==> src/verilog/qct_pkg.sv <==
// Shared constants and types for the four-channel counter/timer.
// Assumes a single synchronous system clock and host inputs sampled on it.
package qct_pkg;
  // ***************************************************
  // Channel count and setup word bit positions
  // ***************************************************
  localparam int QCT_NCH = 4; // Channel count
  localparam int CW_IE = 7; // Interrupt enable
  localparam int CW_MODE = 6; // 1 = counter mode
  localparam int CW_PRE = 5; // 1 = divide by 256
  localparam int CW_SLOPE = 4; // 1 = rising edge active
  localparam int CW_TRIG = 3; // 1 = wait for trigger edge
  localparam int CW_TCF = 2; // Reload value follows
  localparam int CW_SRST = 1; // Software stop
  localparam int CW_CTRL = 0; // Marks a setup word
  // ***************************************************
  // Values
  // ***************************************************
  localparam logic [7:0] PRE16_LAST = 8'h0f; // Last prescaler state, /16
  localparam logic [7:0] PRE256_LAST = 8'hff; // Last prescaler state, /256
  localparam logic [7:0] INTERRUPT_RETURN_INSTRUCTION_FIRST = 8'hed; // First byte of return
  localparam logic [7:0] INTERRUPT_RETURN_INSTRUCTION_SECOND = 8'h4d; // Second byte of return
  localparam logic [7:0] BYTE_RESET = 8'h00; // Counter, reload, bus reset
  localparam logic [7:0] COUNT_LAST = 8'h01; // Count that reaches zero
  localparam logic [4:0] VEC_RESET = 5'h00; // Vector upper bits reset
  // Host bus carrier
  typedef struct packed {
    logic chip_enable_n;
    logic io_request_n;
    logic read_n;
    logic opcode_fetch_n;
    logic channel_select_hi;
    logic channel_select_lo;
    logic [7:0] data;
  } qct_bus_t;
  // Decoded channel settings
  typedef struct packed {
    logic ie;
    logic counter_mode;
    logic pre256;
    logic rising;
    logic ext_start;
  } qct_setup_t;
  localparam qct_setup_t SETUP_RESET = '0; // All off after reset
endpackage : qct_pkg

==> src/verilog/qct_core.sv <==
// Four-channel down-counter/timer with daisy-chained vectored interrupt.
// Assumes host bus and trigger inputs are synchronous to sys_clk.
`timescale 1ns/10ps
module qct_core (
  input wire logic sys_clk,
  input wire logic arst_n,
  input wire qct_pkg::qct_bus_t host_bus,
  output logic [7:0] data_out,
  output logic data_oe,
  input wire logic [3:0] ext_count_trigger,
  output logic [2:0] zero_count_pulse,
  output logic int_req_n_out,
  output logic int_req_n_oe,
  input wire logic chain_enable_in,
  output logic chain_enable_out
);
  import qct_pkg::*;

  // ***************************************************
  // Helpers
  // ***************************************************
  // Edge of chosen polarity between two samples
  function automatic logic active_edge(input logic prev, input logic cur, input logic rising);
    return rising ? (cur & ~prev) : (~cur & prev);
  endfunction : active_edge

  // First pending channel not shadowed by a serviced one
  function automatic logic [2:0] pick_grant(input logic [3:0] p, input logic [3:0] s);
    logic blocked;
    logic [2:0] r;
    blocked = 1'b0;
    r = 3'b000;
    for (int i = 0; i < QCT_NCH; i++) begin
      blocked = blocked | s[i];
      if (!blocked && p[i] && !r[2]) begin
        r = {1'b1, 2'(i)};
      end
    end
    return r;
  endfunction : pick_grant

  // ***************************************************
  // Bus decode
  // ***************************************************
  logic [1:0] sel; // Addressed channel
  logic io_sel; // Chip I/O cycle
  logic wr_act; // Write cycle active
  logic rd_act; // Read cycle active
  logic ack_act; // Interrupt acknowledge active
  logic fetch; // Opcode fetch active
  logic wr_prev; // Previous write level
  logic ack_prev; // Previous acknowledge level
  logic fetch_prev; // Previous fetch level
  logic wr_stb; // First cycle of a write
  logic ack_stb; // First cycle of acknowledge
  logic fetch_end; // Fetch just finished
  logic [7:0] last_op; // Opcode seen on last fetch
  logic ed_seen; // Return first byte fetched
  logic is_tc; // Write is a reload value
  logic is_ctl; // Write is a setup word
  logic is_vec; // Write is the vector

  assign sel = {host_bus.channel_select_hi, host_bus.channel_select_lo};
  assign io_sel = !host_bus.chip_enable_n && !host_bus.io_request_n && host_bus.opcode_fetch_n;
  assign wr_act = io_sel && host_bus.read_n;
  assign rd_act = io_sel && !host_bus.read_n;
  assign ack_act = !host_bus.opcode_fetch_n && !host_bus.io_request_n;
  assign fetch = !host_bus.opcode_fetch_n && !host_bus.read_n && host_bus.io_request_n;
  assign wr_stb = wr_act && !wr_prev;
  assign ack_stb = ack_act && !ack_prev;
  assign fetch_end = fetch_prev && !fetch;

  // Strobe history; a long write acts only once
  always_ff @(posedge sys_clk or negedge arst_n) begin
    if (!arst_n) begin
      wr_prev <= 1'b0;
      ack_prev <= 1'b0;
      fetch_prev <= 1'b0;
    end else begin
      wr_prev <= wr_act;
      ack_prev <= ack_act;
      fetch_prev <= fetch;
    end
  end

  // Opcode watch for the return sequence
  always_ff @(posedge sys_clk or negedge arst_n) begin
    if (!arst_n) begin
      last_op <= BYTE_RESET;
      ed_seen <= 1'b0;
    end else begin
      if (fetch) begin
        last_op <= host_bus.data;
      end
      if (fetch_end) begin
        ed_seen <= (last_op == INTERRUPT_RETURN_INSTRUCTION_FIRST);
      end
    end
  end

  // ***************************************************
  // Setup, reload and vector storage
  // ***************************************************
  qct_setup_t setup [QCT_NCH]; // Per-channel settings
  logic [3:0] tc_follow; // Next write is reload value
  logic [7:0] reload_value [QCT_NCH]; // Reload per channel
  logic [4:0] vector; // Shared vector upper bits
  logic [3:0] slope_kick; // Slope change acts as edge

  assign is_tc = tc_follow[sel];
  assign is_ctl = !is_tc && host_bus.data[CW_CTRL];
  assign is_vec = !is_tc && !host_bus.data[CW_CTRL] && (sel == 2'b00);

  // Host writes into setup, reload and vector
  always_ff @(posedge sys_clk or negedge arst_n) begin
    if (!arst_n) begin
      tc_follow <= 4'h0;
      vector <= VEC_RESET;
      for (int c = 0; c < QCT_NCH; c++) begin
        setup[c] <= SETUP_RESET;
        reload_value[c] <= BYTE_RESET;
      end
    end else if (wr_stb) begin
      if (is_tc) begin
        reload_value[sel] <= host_bus.data;
        tc_follow[sel] <= 1'b0;
      end else if (is_ctl) begin
        setup[sel].ie <= host_bus.data[CW_IE];
        setup[sel].counter_mode <= host_bus.data[CW_MODE];
        setup[sel].pre256 <= host_bus.data[CW_PRE];
        setup[sel].rising <= host_bus.data[CW_SLOPE];
        setup[sel].ext_start <= host_bus.data[CW_TRIG];
        tc_follow[sel] <= host_bus.data[CW_TCF];
      end else if (is_vec) begin
        vector <= host_bus.data[7:3];
      end
    end
  end

  // ***************************************************
  // Counting
  // ***************************************************
  logic [7:0] count [QCT_NCH]; // Remaining count, 0 means 256
  logic [7:0] presc [QCT_NCH]; // Prescaler per channel
  logic [3:0] running; // Channel decrementing
  logic [3:0] armed; // Timer waiting for trigger
  logic [3:0] trig_prev; // Previous trigger samples
  logic [3:0] edge_hit; // Active trigger edge
  logic [3:0] dec; // Decrement this cycle
  logic [3:0] zc; // Zero count this cycle

  // Edge, decrement and zero decode per channel
  always_comb begin
    for (int c = 0; c < QCT_NCH; c++) begin
      slope_kick[c] = wr_stb && is_ctl && (sel == 2'(c))
        && (host_bus.data[CW_SLOPE] != setup[c].rising);
      edge_hit[c] = active_edge(trig_prev[c], ext_count_trigger[c], setup[c].rising)
        || slope_kick[c];
      dec[c] = setup[c].counter_mode ? edge_hit[c]
        : (presc[c] == (setup[c].pre256 ? PRE256_LAST : PRE16_LAST));
      zc[c] = running[c] && dec[c] && (count[c] == COUNT_LAST);
    end
  end

  // Trigger history; inputs are already synchronous
  always_ff @(posedge sys_clk or negedge arst_n) begin
    if (!arst_n) begin
      trig_prev <= 4'h0;
    end else begin
      trig_prev <= ext_count_trigger;
    end
  end

  // Down-counters with prescalers
  always_ff @(posedge sys_clk or negedge arst_n) begin
    if (!arst_n) begin
      running <= 4'h0;
      armed <= 4'h0;
      for (int c = 0; c < QCT_NCH; c++) begin
        count[c] <= BYTE_RESET;
        presc[c] <= BYTE_RESET;
      end
    end else begin
      for (int c = 0; c < QCT_NCH; c++) begin
        if (wr_stb && is_ctl && (sel == 2'(c)) && host_bus.data[CW_SRST]) begin
          running[c] <= 1'b0;
          armed[c] <= 1'b0;
          presc[c] <= BYTE_RESET;
        end else if (wr_stb && is_tc && (sel == 2'(c)) && !running[c]) begin
          // Idle channel loads at once; busy one waits for zero
          count[c] <= host_bus.data;
          presc[c] <= BYTE_RESET;
          if (setup[c].counter_mode || !setup[c].ext_start) begin
            running[c] <= 1'b1;
          end else begin
            armed[c] <= 1'b1;
          end
        end else if (armed[c] && edge_hit[c]) begin
          armed[c] <= 1'b0;
          running[c] <= 1'b1;
          presc[c] <= BYTE_RESET;
        end else if (running[c]) begin
          if (!setup[c].counter_mode) begin
            presc[c] <= dec[c] ? BYTE_RESET : presc[c] + 8'h01;
          end
          if (zc[c]) begin
            count[c] <= reload_value[c];
          end else if (dec[c]) begin
            count[c] <= count[c] - 8'h01;
          end
        end
      end
    end
  end

  // Zero-count pulses, channel 3 has none
  always_ff @(posedge sys_clk or negedge arst_n) begin
    if (!arst_n) begin
      zero_count_pulse <= 3'b000;
    end else begin
      zero_count_pulse <= zc[2:0];
    end
  end

  // ***************************************************
  // Interrupt chain
  // ***************************************************
  logic [3:0] pend; // Waiting for acknowledge
  logic [3:0] serv; // Under service
  logic [2:0] grant; // Valid bit and winning channel
  logic grant_ok; // We may answer acknowledge
  logic [2:0] serv_top; // Highest serviced channel
  logic interrupt_return_instruction_stb; // Return sequence completed
  logic ack_drive; // Vector on the bus

  assign grant = pick_grant(pend, serv);
  assign grant_ok = grant[2] && chain_enable_in;
  assign serv_top = pick_grant(serv, 4'h0);
  assign interrupt_return_instruction_stb = fetch_end && ed_seen && (last_op == INTERRUPT_RETURN_INSTRUCTION_SECOND);

  // Pending and in-service flags; new zero count wins
  always_ff @(posedge sys_clk or negedge arst_n) begin
    if (!arst_n) begin
      pend <= 4'h0;
      serv <= 4'h0;
    end else begin
      for (int c = 0; c < QCT_NCH; c++) begin
        if (zc[c] && setup[c].ie) begin
          pend[c] <= 1'b1;
        end else if (ack_stb && grant_ok && (grant[1:0] == 2'(c))) begin
          pend[c] <= 1'b0;
        end
        if (ack_stb && grant_ok && (grant[1:0] == 2'(c))) begin
          serv[c] <= 1'b1;
        end else if (interrupt_return_instruction_stb && serv_top[2] && (serv_top[1:0] == 2'(c))) begin
          serv[c] <= 1'b0;
        end
      end
    end
  end

  // Pending lets the chain through only on the fetch after the first byte
  assign chain_enable_out = chain_enable_in && !(|serv)
    && (!(|pend) || (ed_seen && fetch));
  assign int_req_n_out = 1'b0; // Open drain pulls low only
  assign int_req_n_oe = |pend;

  // ***************************************************
  // Data bus
  // ***************************************************
  logic rd_q; // Read drive

  // Read returns live count; acknowledge returns vector
  always_ff @(posedge sys_clk or negedge arst_n) begin
    if (!arst_n) begin
      data_out <= BYTE_RESET;
      rd_q <= 1'b0;
      ack_drive <= 1'b0;
    end else begin
      rd_q <= rd_act;
      if (rd_act) begin
        data_out <= count[sel];
      end else if (ack_stb && grant_ok) begin
        data_out <= {vector, grant[1:0], 1'b0};
      end
      if (ack_stb && grant_ok) begin
        ack_drive <= 1'b1;
      end else if (!ack_act) begin
        ack_drive <= 1'b0;
      end
    end
  end

  assign data_oe = rd_q || ack_drive;
endmodule : qct_core

==> config.mk <==
export PLATFORM = sky130hd
export DESIGN_NAME = qct_core
export DESIGN_NICKNAME = d
export VERILOG_FILES = /design/src/verilog/qct_pkg.sv /design/src/verilog/qct_core.sv
export SDC_FILE = /design/constraint.sdc
export NUM_CORES = 1
export LEC_CHECK = 0
export BUFFER_PORTS_ARGS = -buffer_cell sky130_fd_sc_hd__buf_2
export CORE_MARGIN = 4
export CORE_UTILIZATION = 28
export CTS_BUF_LIST = sky130_fd_sc_hd__clkbuf_8
export DETAILED_ROUTE_END_ITERATION = 16
export HOLD_SLACK_MARGIN = 0.05
export PLACE_DENSITY = 0.4
export SETUP_SLACK_MARGIN = 0.3
export SKIP_LAST_GASP = 1
export SYNTH_ARGS = -nofsm -noshare
export SYNTH_HDL_FRONTEND = slang
export SYNTH_SLANG_ARGS = --single-unit
==> constraint.sdc <==
create_clock -name sys_clk -period 3.7 [get_ports sys_clk]
set_input_delay 0.555 -clock sys_clk [delete_from_list [all_inputs] [get_ports sys_clk]]
set_output_delay 0.555 -clock sys_clk [all_outputs]
set_load 0.01 [all_outputs]
==> results of run 1 <==
-- per-layer routing --
metal / vias up / part of all wire, % / global-route usage, %
met5: - / 0 / 0
met4: 0 / 1.3 / 3.87
met3: 18 / 2.9 / 2.66
met2: 96 / 46 / 23.5
met1: 3371 / 49 / 21.5
li1: 3244 / - / -
-- flip-flops by register name (all words and copies together), names as in the netlist, 3 cells and up --
name,cells
count,32
presc,32
reload_value,32
setup,20
data_out,8
last_op,8
vector,5
armed,4
pend,4
running,4
serv,4
tc_follow,4
trig_prev,4
zero_count_pulse,3
-- worst max-delay path by stage --
stage | startpoint | to | slack, ns | cells after the start
2_1_floorplan | host_bus[4] | count[31] | 1.37 | 8
3_3_place_gp | host_bus[9] | count[17] | 0.65 | 8
3_5_place_dp | host_bus[9] | count[17] | 0.66 | 8
4_1_cts | count[5] | count[1] | 1.02 | 8
5_1_grt | count[2] | count[1] | 0.89 | 8
6_report | count[5] | count[1] | 1.05 | 8
-- per-stage QoR --
step	instance area [sq um]	total power (uW)	hold WS [ns]	utilization (%)
after CTS	10200	5780	0.164	32.1
after global placement	9780	4300	0.467	30.7
final	10200	5690	0.201	32.1
after detailed placement	9780	4280	0.468	30.7
after global routing	10200	6100	0.161	32.1
after floorplan	9080	3750	0.259	-
-- synth_stat cells (all sizes together) (10+ instances only) --
cell type | n | area (sq um)
ha | 12 | 150
xnor2 | 18 | 158
nand3 | 21 | 110
o211ai | 11 | 113
nor2 | 79 | 299
buf | 14 | 93.8
clkbuf | 16 | 60.1
nor3 | 19 | 111
nand2b | 13 | 81.3
nand2 | 105 | 402
xor2 | 16 | 140
a21oi | 53 | 265
nor2b | 10 | 62.6
inv | 31 | 116
mux2 | 66 | 747
dfrtp | 170 | 4250
o21ai | 53 | 277
-- power breakdown --
part | internal (uW) | leakage (uW) | total [uW] | switching [uW]
Sequential | 2250 | 0.00218 | 2740 | 487
Clock | 681 | 0.000206 | 1450 | 772
Combinational | 698 | 0.00209 | 1500 | 806
-- cell type report --
type / count / area [sq um] / share of cell area [%]
Timing Repair Buffer: 50 / 314 / 3.08
Sequential cell: 170 / 4250 / 41.7
Tap cell: 435 / 544 / 5.33
Clock inverter: 15 / 186 / 1.83
Inverter: 32 / 125 / 1.23
Clock buffer: 17 / 234 / 2.29
Multi-Input combinational cell: 644 / 4550 / 44.6
-- worst max-delay path, stage by stage, from the launching register on --
cell and delay [ns]:
dfrtp_1 0.50, or4_1 0.57, nor4b_2 0.40, and4bb_1 0.28, a41oi_2 0.10, buf_4 0.28, mux2i_1 0.15, nor2_1 0.06
a221oi_1 0.22
-- what timing repair did --
action | in CTS | in global routing
hold endpoints to repair | 21 | 0
endpoints found under the setup margin | 0 | 0
hold buffers | 1 | 0
-- cells by family (layout without fill, tap and decap cells) --
group                      Yosys count  after routing
buffers and inverters               62            114
AOI/OAI and AO/OA                  193            193
xor gates and xnor gates            34             34
adders and majority gates           12             12
DFF                                170            170
muxes                               80             80
and+or+nand+nor                    324            324
other                                1              1
==> run metrics, run 1 <==
outcome=finished, final reports clean; mux cell area share after synthesis=11.0%; die footprint=35400 sq um; DR pass1 iterations=5; Post-synth top flop=dfrtp_1; post-synthesis xor/xnor area fraction=3.28%; Post-DP HPWL=18500 um; largest net degree at the start of global routing=64; min-delay worst type=input port to flop; final hold vios=0; initial core utilization=28.6%; post-route minimum period=2.65 ns; reg2reg start=count[5]; worst r2r path cells=8; CP Capture Type=flop; register area share after synthesis=46.8%; Synth Area in Compound Gates=15.5%; hold_sp=ext_count_trigger[2]; commonest non-fill, non-tap cell in the layout=dfrtp_1; Tot GR Track Use=15.0%; die height=188 um; fmax=0.377 GHz; #FFs+latches synth=170; commonest non-fill, non-tap cells in the layout=170 x dfrtp_1, 104 x nand2_1, 78 x nor2_1; Rows=65; mean number of vias per cell=4.94; hold depth=1; clk slew on worst S/H paths=0.11 ns; Post-Synth Simple-Gate Area=18.5%; overall routed net length=26100 um; Syn-to-layout area delta=12.4%; pwr dens=558 nW/um^2; unrepaired setup endpoints after global routing=no; max-capacitance violation count=0; total number of vias=6729; TritonCTS clock tree=done; Post-Synth Adder-Cell Area=1.65%; total gr overflow=0; Mapped Cells=876; Unique masters post-synth=93; Antenna Violating Nets Remaining=0; Hold Path Sink=trig_prev[2]; peak supply drop=0.000224 V; n_diodes=0; worst reg2reg setup slack=1.05 ns; CTS H-Tree Depth=4; CTS buffer count=17; dpl ws=0.662 ns; Non-Filler Instances=1363; Iteration-0 DRC Markers=413; Clock Latency Late Sink=0.48 ns; first-pass GRT wire length=41400 um; final setup fails=0; layout cells sized above 1=21.1%; root buffer cell=clkbuf_8; Max transition margin=48.3%; setup_tns=0 ns; I/O pins=36; vias in the first global route=6654; mapped cell area=9080 sq um; PortBufs=34; post-CTS setup buffers=0; Clock Path Buffers=2; RR Endpoint=count[1]; crit share post-route=71.6%; worst slew pin tran=0.765 ns; clk sink count=170; cell total after placement=1330; Routed WL per cell=19.1 um; Setup CP Type=flop to flop; Die Width=188 um; filler instances=3290; # nets final=948; Post-Syn Nets=909; EDFF count, synth=0; GPL Wtd Cong=0.795; post-route DRC violation count=0; skew final=0.0179 ns; Worst Slack Setup Final=1.05 ns; Yosys warning count=0; initial antenna violation count=0; CP Launch Type=flop; Pleak=0.00447 uW; critical path arrival=3.04 ns; main combinational cell family by area after synthesis=simple AND/OR/NAND/NOR gates; fin. max-slew vios=0; CORE AREA=31800 sq um; ys async rst share=100%; Critical Path Fanout Max=9; Post-CTS Resized=0; Avg Cell Area, Syn=10.4 sq um; Required @ worst endpoint=4.09 ns
(Power assumes the default switching activity.)
==> inputs of run 2 (changes only) <==
Clock period 3.7 ns to 2.6 ns, I/O delays scaled along.
==> run 2 against run 1 <==
  * Sequential power is 41% higher
  * First-iteration DRC count decreased by 19%
  * Die area unchanged
  * Count of clock-buffer cells in the layout rose by 2
  * Critical path depth shrank 2
  * Flip-flop and latch count is the same
  * Critical endpoint is now count[0]
==> run metrics, run 2 (synthesized netlist as in run 1, its figures left out) <==
Die Width=188 um; skew final=0.0169 ns; Rows=65; Routed WL per cell=18.7 um; CP Cell Sequence=or4_4 > nor4b_4 > and4bb_1 > a41oi_4 > o2111a_1 > a221o_1; Required @ worst endpoint=2.95 ns; die footprint=35400 sq um; slowest cell on the critical path=or4_4; DR pass1 iterations=5; Critical Path Fanout Max=5; initial core utilization=28.6%; post-route minimum period=2.26 ns; n_diodes=0; GPL Wtd Cong=0.807; vias in the first global route=7081; pwr dens=783 nW/um^2; CORE AREA=31800 sq um; slowest cell delay on critical path=0.57 ns; fin. max-slew vios=0; final setup fails=0; overall routed net length=26600 um; first-pass GRT wire length=42600 um; largest net degree at the start of global routing=54; CP Capture Type=flop; TritonCTS clock tree=done; Clock Latency Late Sink=0.46 ns; Setup CP Type=flop to flop; total gr overflow=0; cell total after placement=1374; Tot GR Track Use=15.4%; clk sink count=170; Clock Path Buffers=2; fmax=0.443 GHz; I/O pins=36; clk slew on worst S/H paths=0.10 ns; Largest regs=count x32, presc x32, reload_value x32; crit share post-route=86.8%; layout cells sized above 1=27.7%; worst slew pin tran=0.596 ns; CP Launch Type=flop; unrepaired setup endpoints after global routing=yes; placed cell area=10100 sq um; Design Area, Final=10900 sq um; Pleak=0.00482 uW; Post-DP HPWL=19100 um; final hold vios=0; initial antenna violation count=0; peak supply drop=0.000446 V; root buffer cell=clkbuf_8; commonest non-fill, non-tap cells in the layout=166 x dfrtp_1, 103 x nand2_1, 77 x nor2_1; critical path arrival=2.61 ns; CTS buffer count=17; commonest non-fill, non-tap cell in the layout=dfrtp_1; Non-Filler Instances=1421; max-capacitance violation count=0; Antenna Violating Nets Remaining=0; min-delay worst type=input port to flop; setup_tns=0 ns; # nets final=1007; die height=188 um; PortBufs=34; total number of vias=6891; Iteration-0 DRC Markers=334; mean number of vias per cell=4.85; Max transition margin=60.3%; post-route DRC violation count=0; Syn-to-layout area delta=19.8%; outcome=finished, final reports clean; CTS H-Tree Depth=4; worst hold slack=0.114 ns
## run 2: report_power, final
part | switching (uW) | leakage, uW | internal [uW]
Sequential | 647 | 0.00217 | 3200
Clock | 1030 | 0.000239 | 1290
Combinational | 1250 | 0.00241 | 1110
Total | 2920 | 0.00482 | 5600
## run 2: final timing paths
path,depth (start not counted),startpoint,end,slack [ns]
min in group asynchronous,2,arst_n,presc[27],0.45
setup reg to reg,6,count[3],count[0],0.34
hold reg to reg,2,ack_drive,ack_drive,0.49
max in group asynchronous,3,arst_n,tc_follow[0],1.43
setup / recovery,6,count[3],count[0],0.34
hold / removal,1,ext_count_trigger[0],trig_prev[0],0.11
## run 2: what timing repair did
action,in CTS,in global routing
hold buffers,4,0
setup buffers,3,8
pin swaps,11,13
hold endpoints to repair,52,0
gates cloned,0,1
setup endpoints to repair,19,42
gates resized for setup,12,21
## run 2: layout make-up
| type | instances | area, sq um |
|---|---|---|
| flip-flops and latches | 170 | 4260 |
| well taps | 435 | 544 |
| inverters | 32 | 125 |
| clock buffers | 19 | 262 |
| clock inverters | 12 | 221 |
| fillers | 3254 | 20900 |
| repair buffers | 109 | 802 |
| multi-input cells | 644 | 4670 |
## run 2: stage by stage
step	utilization (%)	total power [uW]	setup WS [ns]
2_1_floorplan	-	5340	0.435
3_3_place_gp	31.9	6200	0.100
3_5_place_dp	31.9	6200	0.0485
4_1_cts	33.8	8620	0.222
5_1_grt	34.2	9150	0.220
6_report	34.2	8530	0.343
## run 2: critical path, delay by kind of cell, from the launching register on
family / cells / cell delay (ns)
flip-flops: 1 / 0.39
AO/OA/AOI/OAI: 3 / 0.60
AND/OR/NAND/NOR: 3 / 1.16
## run 2: layer usage
layer	GRT usage [%]	wire length, um	vias up
met5	0	0	-
met4	3.56	294	0
met3	2.25	554	13
met2	24.6	12500	72
met1	22.0	13300	3454
li1	-	-	3352
==> inputs of run 3 (changes only) <==
--- a/config.mk
+++ b/config.mk
@@ -8,2 +8,3 @@
 export BUFFER_PORTS_ARGS = -buffer_cell sky130_fd_sc_hd__buf_2
+export CORE_ASPECT_RATIO = 1.75
 export CORE_MARGIN = 4
--- a/constraint.sdc
+++ b/constraint.sdc
@@ -3,2 +3,2 @@
 set_output_delay 0.39 -clock sys_clk [all_outputs]
-set_load 0.01 [all_outputs]
+set_load 0.05 [all_outputs]
==> run 3 against run 2 <==
  * Power down 2.2%
  * Setup slack better by 0.0094 ns
  * Non-clock buffer count up 9
  * Count of clock-buffer cells in the layout up 1
  * Final area down 0.51%
  * Critical endpoint is now pend[3]
  * Cell count down 1.8%
  * Sequential share of layout area up 0.18 points
  * Critical path depth up 2
  * Clock skew down 0.0047 ns
  * Largest cell class unchanged
  * Fmax up 0.42%
==> run metrics, run 3 (synthesized netlist as in run 1, its figures left out) <==
DR pass1 iterations=5; CTS buffer count=17; CTS H-Tree Depth=4; unrepaired setup endpoints after global routing=yes; peak supply drop=0.000348 V; initial core utilization=28.3%; max-capacitance violation count=0; overall routed net length=27600 um; TritonCTS clock tree=done; RR Endpoint=pend[3]; Pleak=0.00483 uW; Design Area, Final=10800 sq um; GPL Wtd Cong=0.798; worst r2r path cells=8; vias in the first global route=7264; Combinational Power Share=32.5%; Worst Slack Setup Final=0.352 ns; die height=246 um; clk slew on worst S/H paths=0.09 ns; layout cells sized above 1=28.0%; first-pass GRT wire length=43200 um; CORE AREA=32100 sq um; skew final=0.0122 ns; crit share post-route=86.5%; hold depth=2; worst hold slack=0.125 ns; Antenna Violating Nets Remaining=0; min-delay worst type=input port to flop; total number of vias=7013; largest net degree at the start of global routing=52; final hold vios=0; Routed WL per cell=19.8 um; Iteration-0 DRC Markers=419; mean number of vias per cell=5.02; fin. max-slew vios=0; Tot GR Track Use=16.1%; worst reg2reg setup slack=0.35 ns; Post-DP HPWL=20500 um; fmax=0.445 GHz; filler instances=3275; root buffer cell=clkbuf_8; hold_sp=host_bus[12]; Clock Latency Late Sink=0.49 ns; PortBufs=34; Setup CP Type=flop to flop; Critical Path Fanout Max=5; post-route minimum period=2.25 ns; CP Launch Type=flop; Clock Path Buffers=2; commonest non-fill, non-tap cell in the layout=dfrtp_1; Power Internal=5170 uW; Overall Power=8340 uW; die footprint=35500 sq um; pwr dens=770 nW/um^2; Seq. cell area=4260 sq um; Seq pwr share=45.9%; total gr overflow=0; Required @ worst endpoint=3.01 ns; Max transition margin=60.4%; clock share of power=21.6%; reg2reg start=count[2]; initial antenna violation count=1; # nets final=1016; Largest regs=count x32, presc x32, reload_value x32; post-route DRC violation count=0; final setup fails=0; Die Width=144 um; Rows=87; placed cell area=10100 sq um; outcome=finished, final reports clean; commonest non-fill, non-tap cells in the layout=168 x dfrtp_1, 103 x nand2_1, 77 x nor2_1; Sw Share=38.0%; Net Sw Power=3170 uW; clk sink count=170; dpl ws=-0.0862 ns; I/O pins=36; CP Capture Type=flop; Syn-to-layout area delta=19.2%; worst slew pin tran=0.594 ns; Hold Path Sink=ack_prev; critical path arrival=2.65 ns; Multi-input gate area=4690 sq um
## run 3: layout make-up
cell class                      count  share of cell area, %
Antenna cell                        1                 0.0231
Clock buffer                       20                   2.54
Clock inverter                     11                  0.763
Inverter                           32                   1.16
Multi-Input combinational cell    644                   43.3
Sequential cell                   170                   39.3
Tap cell                          400                   4.62
Timing Repair Buffer              118                   8.31
## run 3: layer usage
| metal | wire length [um] | vias to the layer above | share of wire, % | global-route usage, % |
|---|---|---|---|---|
| met2 | 15800 | 75 | 57 | 30.5 |
| li1 | - | 3371 | - | - |
| met5 | 0 | - | 0 | 0 |
| met4 | 732 | 0 | 2.7 | 5.63 |
| met3 | 503 | 33 | 1.8 | 2.60 |
| met1 | 10600 | 3534 | 38 | 17.8 |
## run 3: worst max-delay path by stage
stage	startpoint	endpoint	cells after the start
5_1_grt	count[2]	count[1]	8
4_1_cts	count[2]	count[1]	8
3_3_place_gp	host_bus[12]	count[24]	9
2_1_floorplan	host_bus[4]	count[31]	8
3_5_place_dp	host_bus[12]	count[24]	9
6_report	count[2]	pend[3]	8
## run 3: stage by stage
step / instances / util (%) / setup TNS [ns]
after floorplan: 876 / - / 0
after global placement: 1343 / 31.6 / -0.0801
after detailed placement: 1343 / 31.6 / -0.349
after CTS: 1385 / 33.1 / 0
after global routing: 1396 / 33.7 / 0
final: 1396 / 33.7 / 0
## run 3: critical path: stages, from the launching register on
cell and delay [ns]:
dfrtp_1 0.38, or4_4 0.56, nor4b_4 0.32, and4bb_1 0.29, a41oi_4 0.06, buf_6 0.17, buf_12 0.13, buf_4 0.14
o21ai_0 0.13
## run 3: power by group through the flow
stage	clock (uW)	combinational, uW	sequential [uW]
finish	1800	2710	3830
floorplan	0	1660	3890
detailed placement	0	2610	3880
global route	2000	3010	3920
CTS	1920	2670	3840
global placement	0	2610	3880
## run 3: what timing repair did
action / in CTS / in global routing
gates resized for setup: 11 / 31
hold buffers: 5 / 0
buffers inserted: 6 / 9
hold endpoints to repair: 52 / 0
gates cloned: 0 / 1
setup endpoints to repair: 24 / 27
pin swaps: 4 / 8
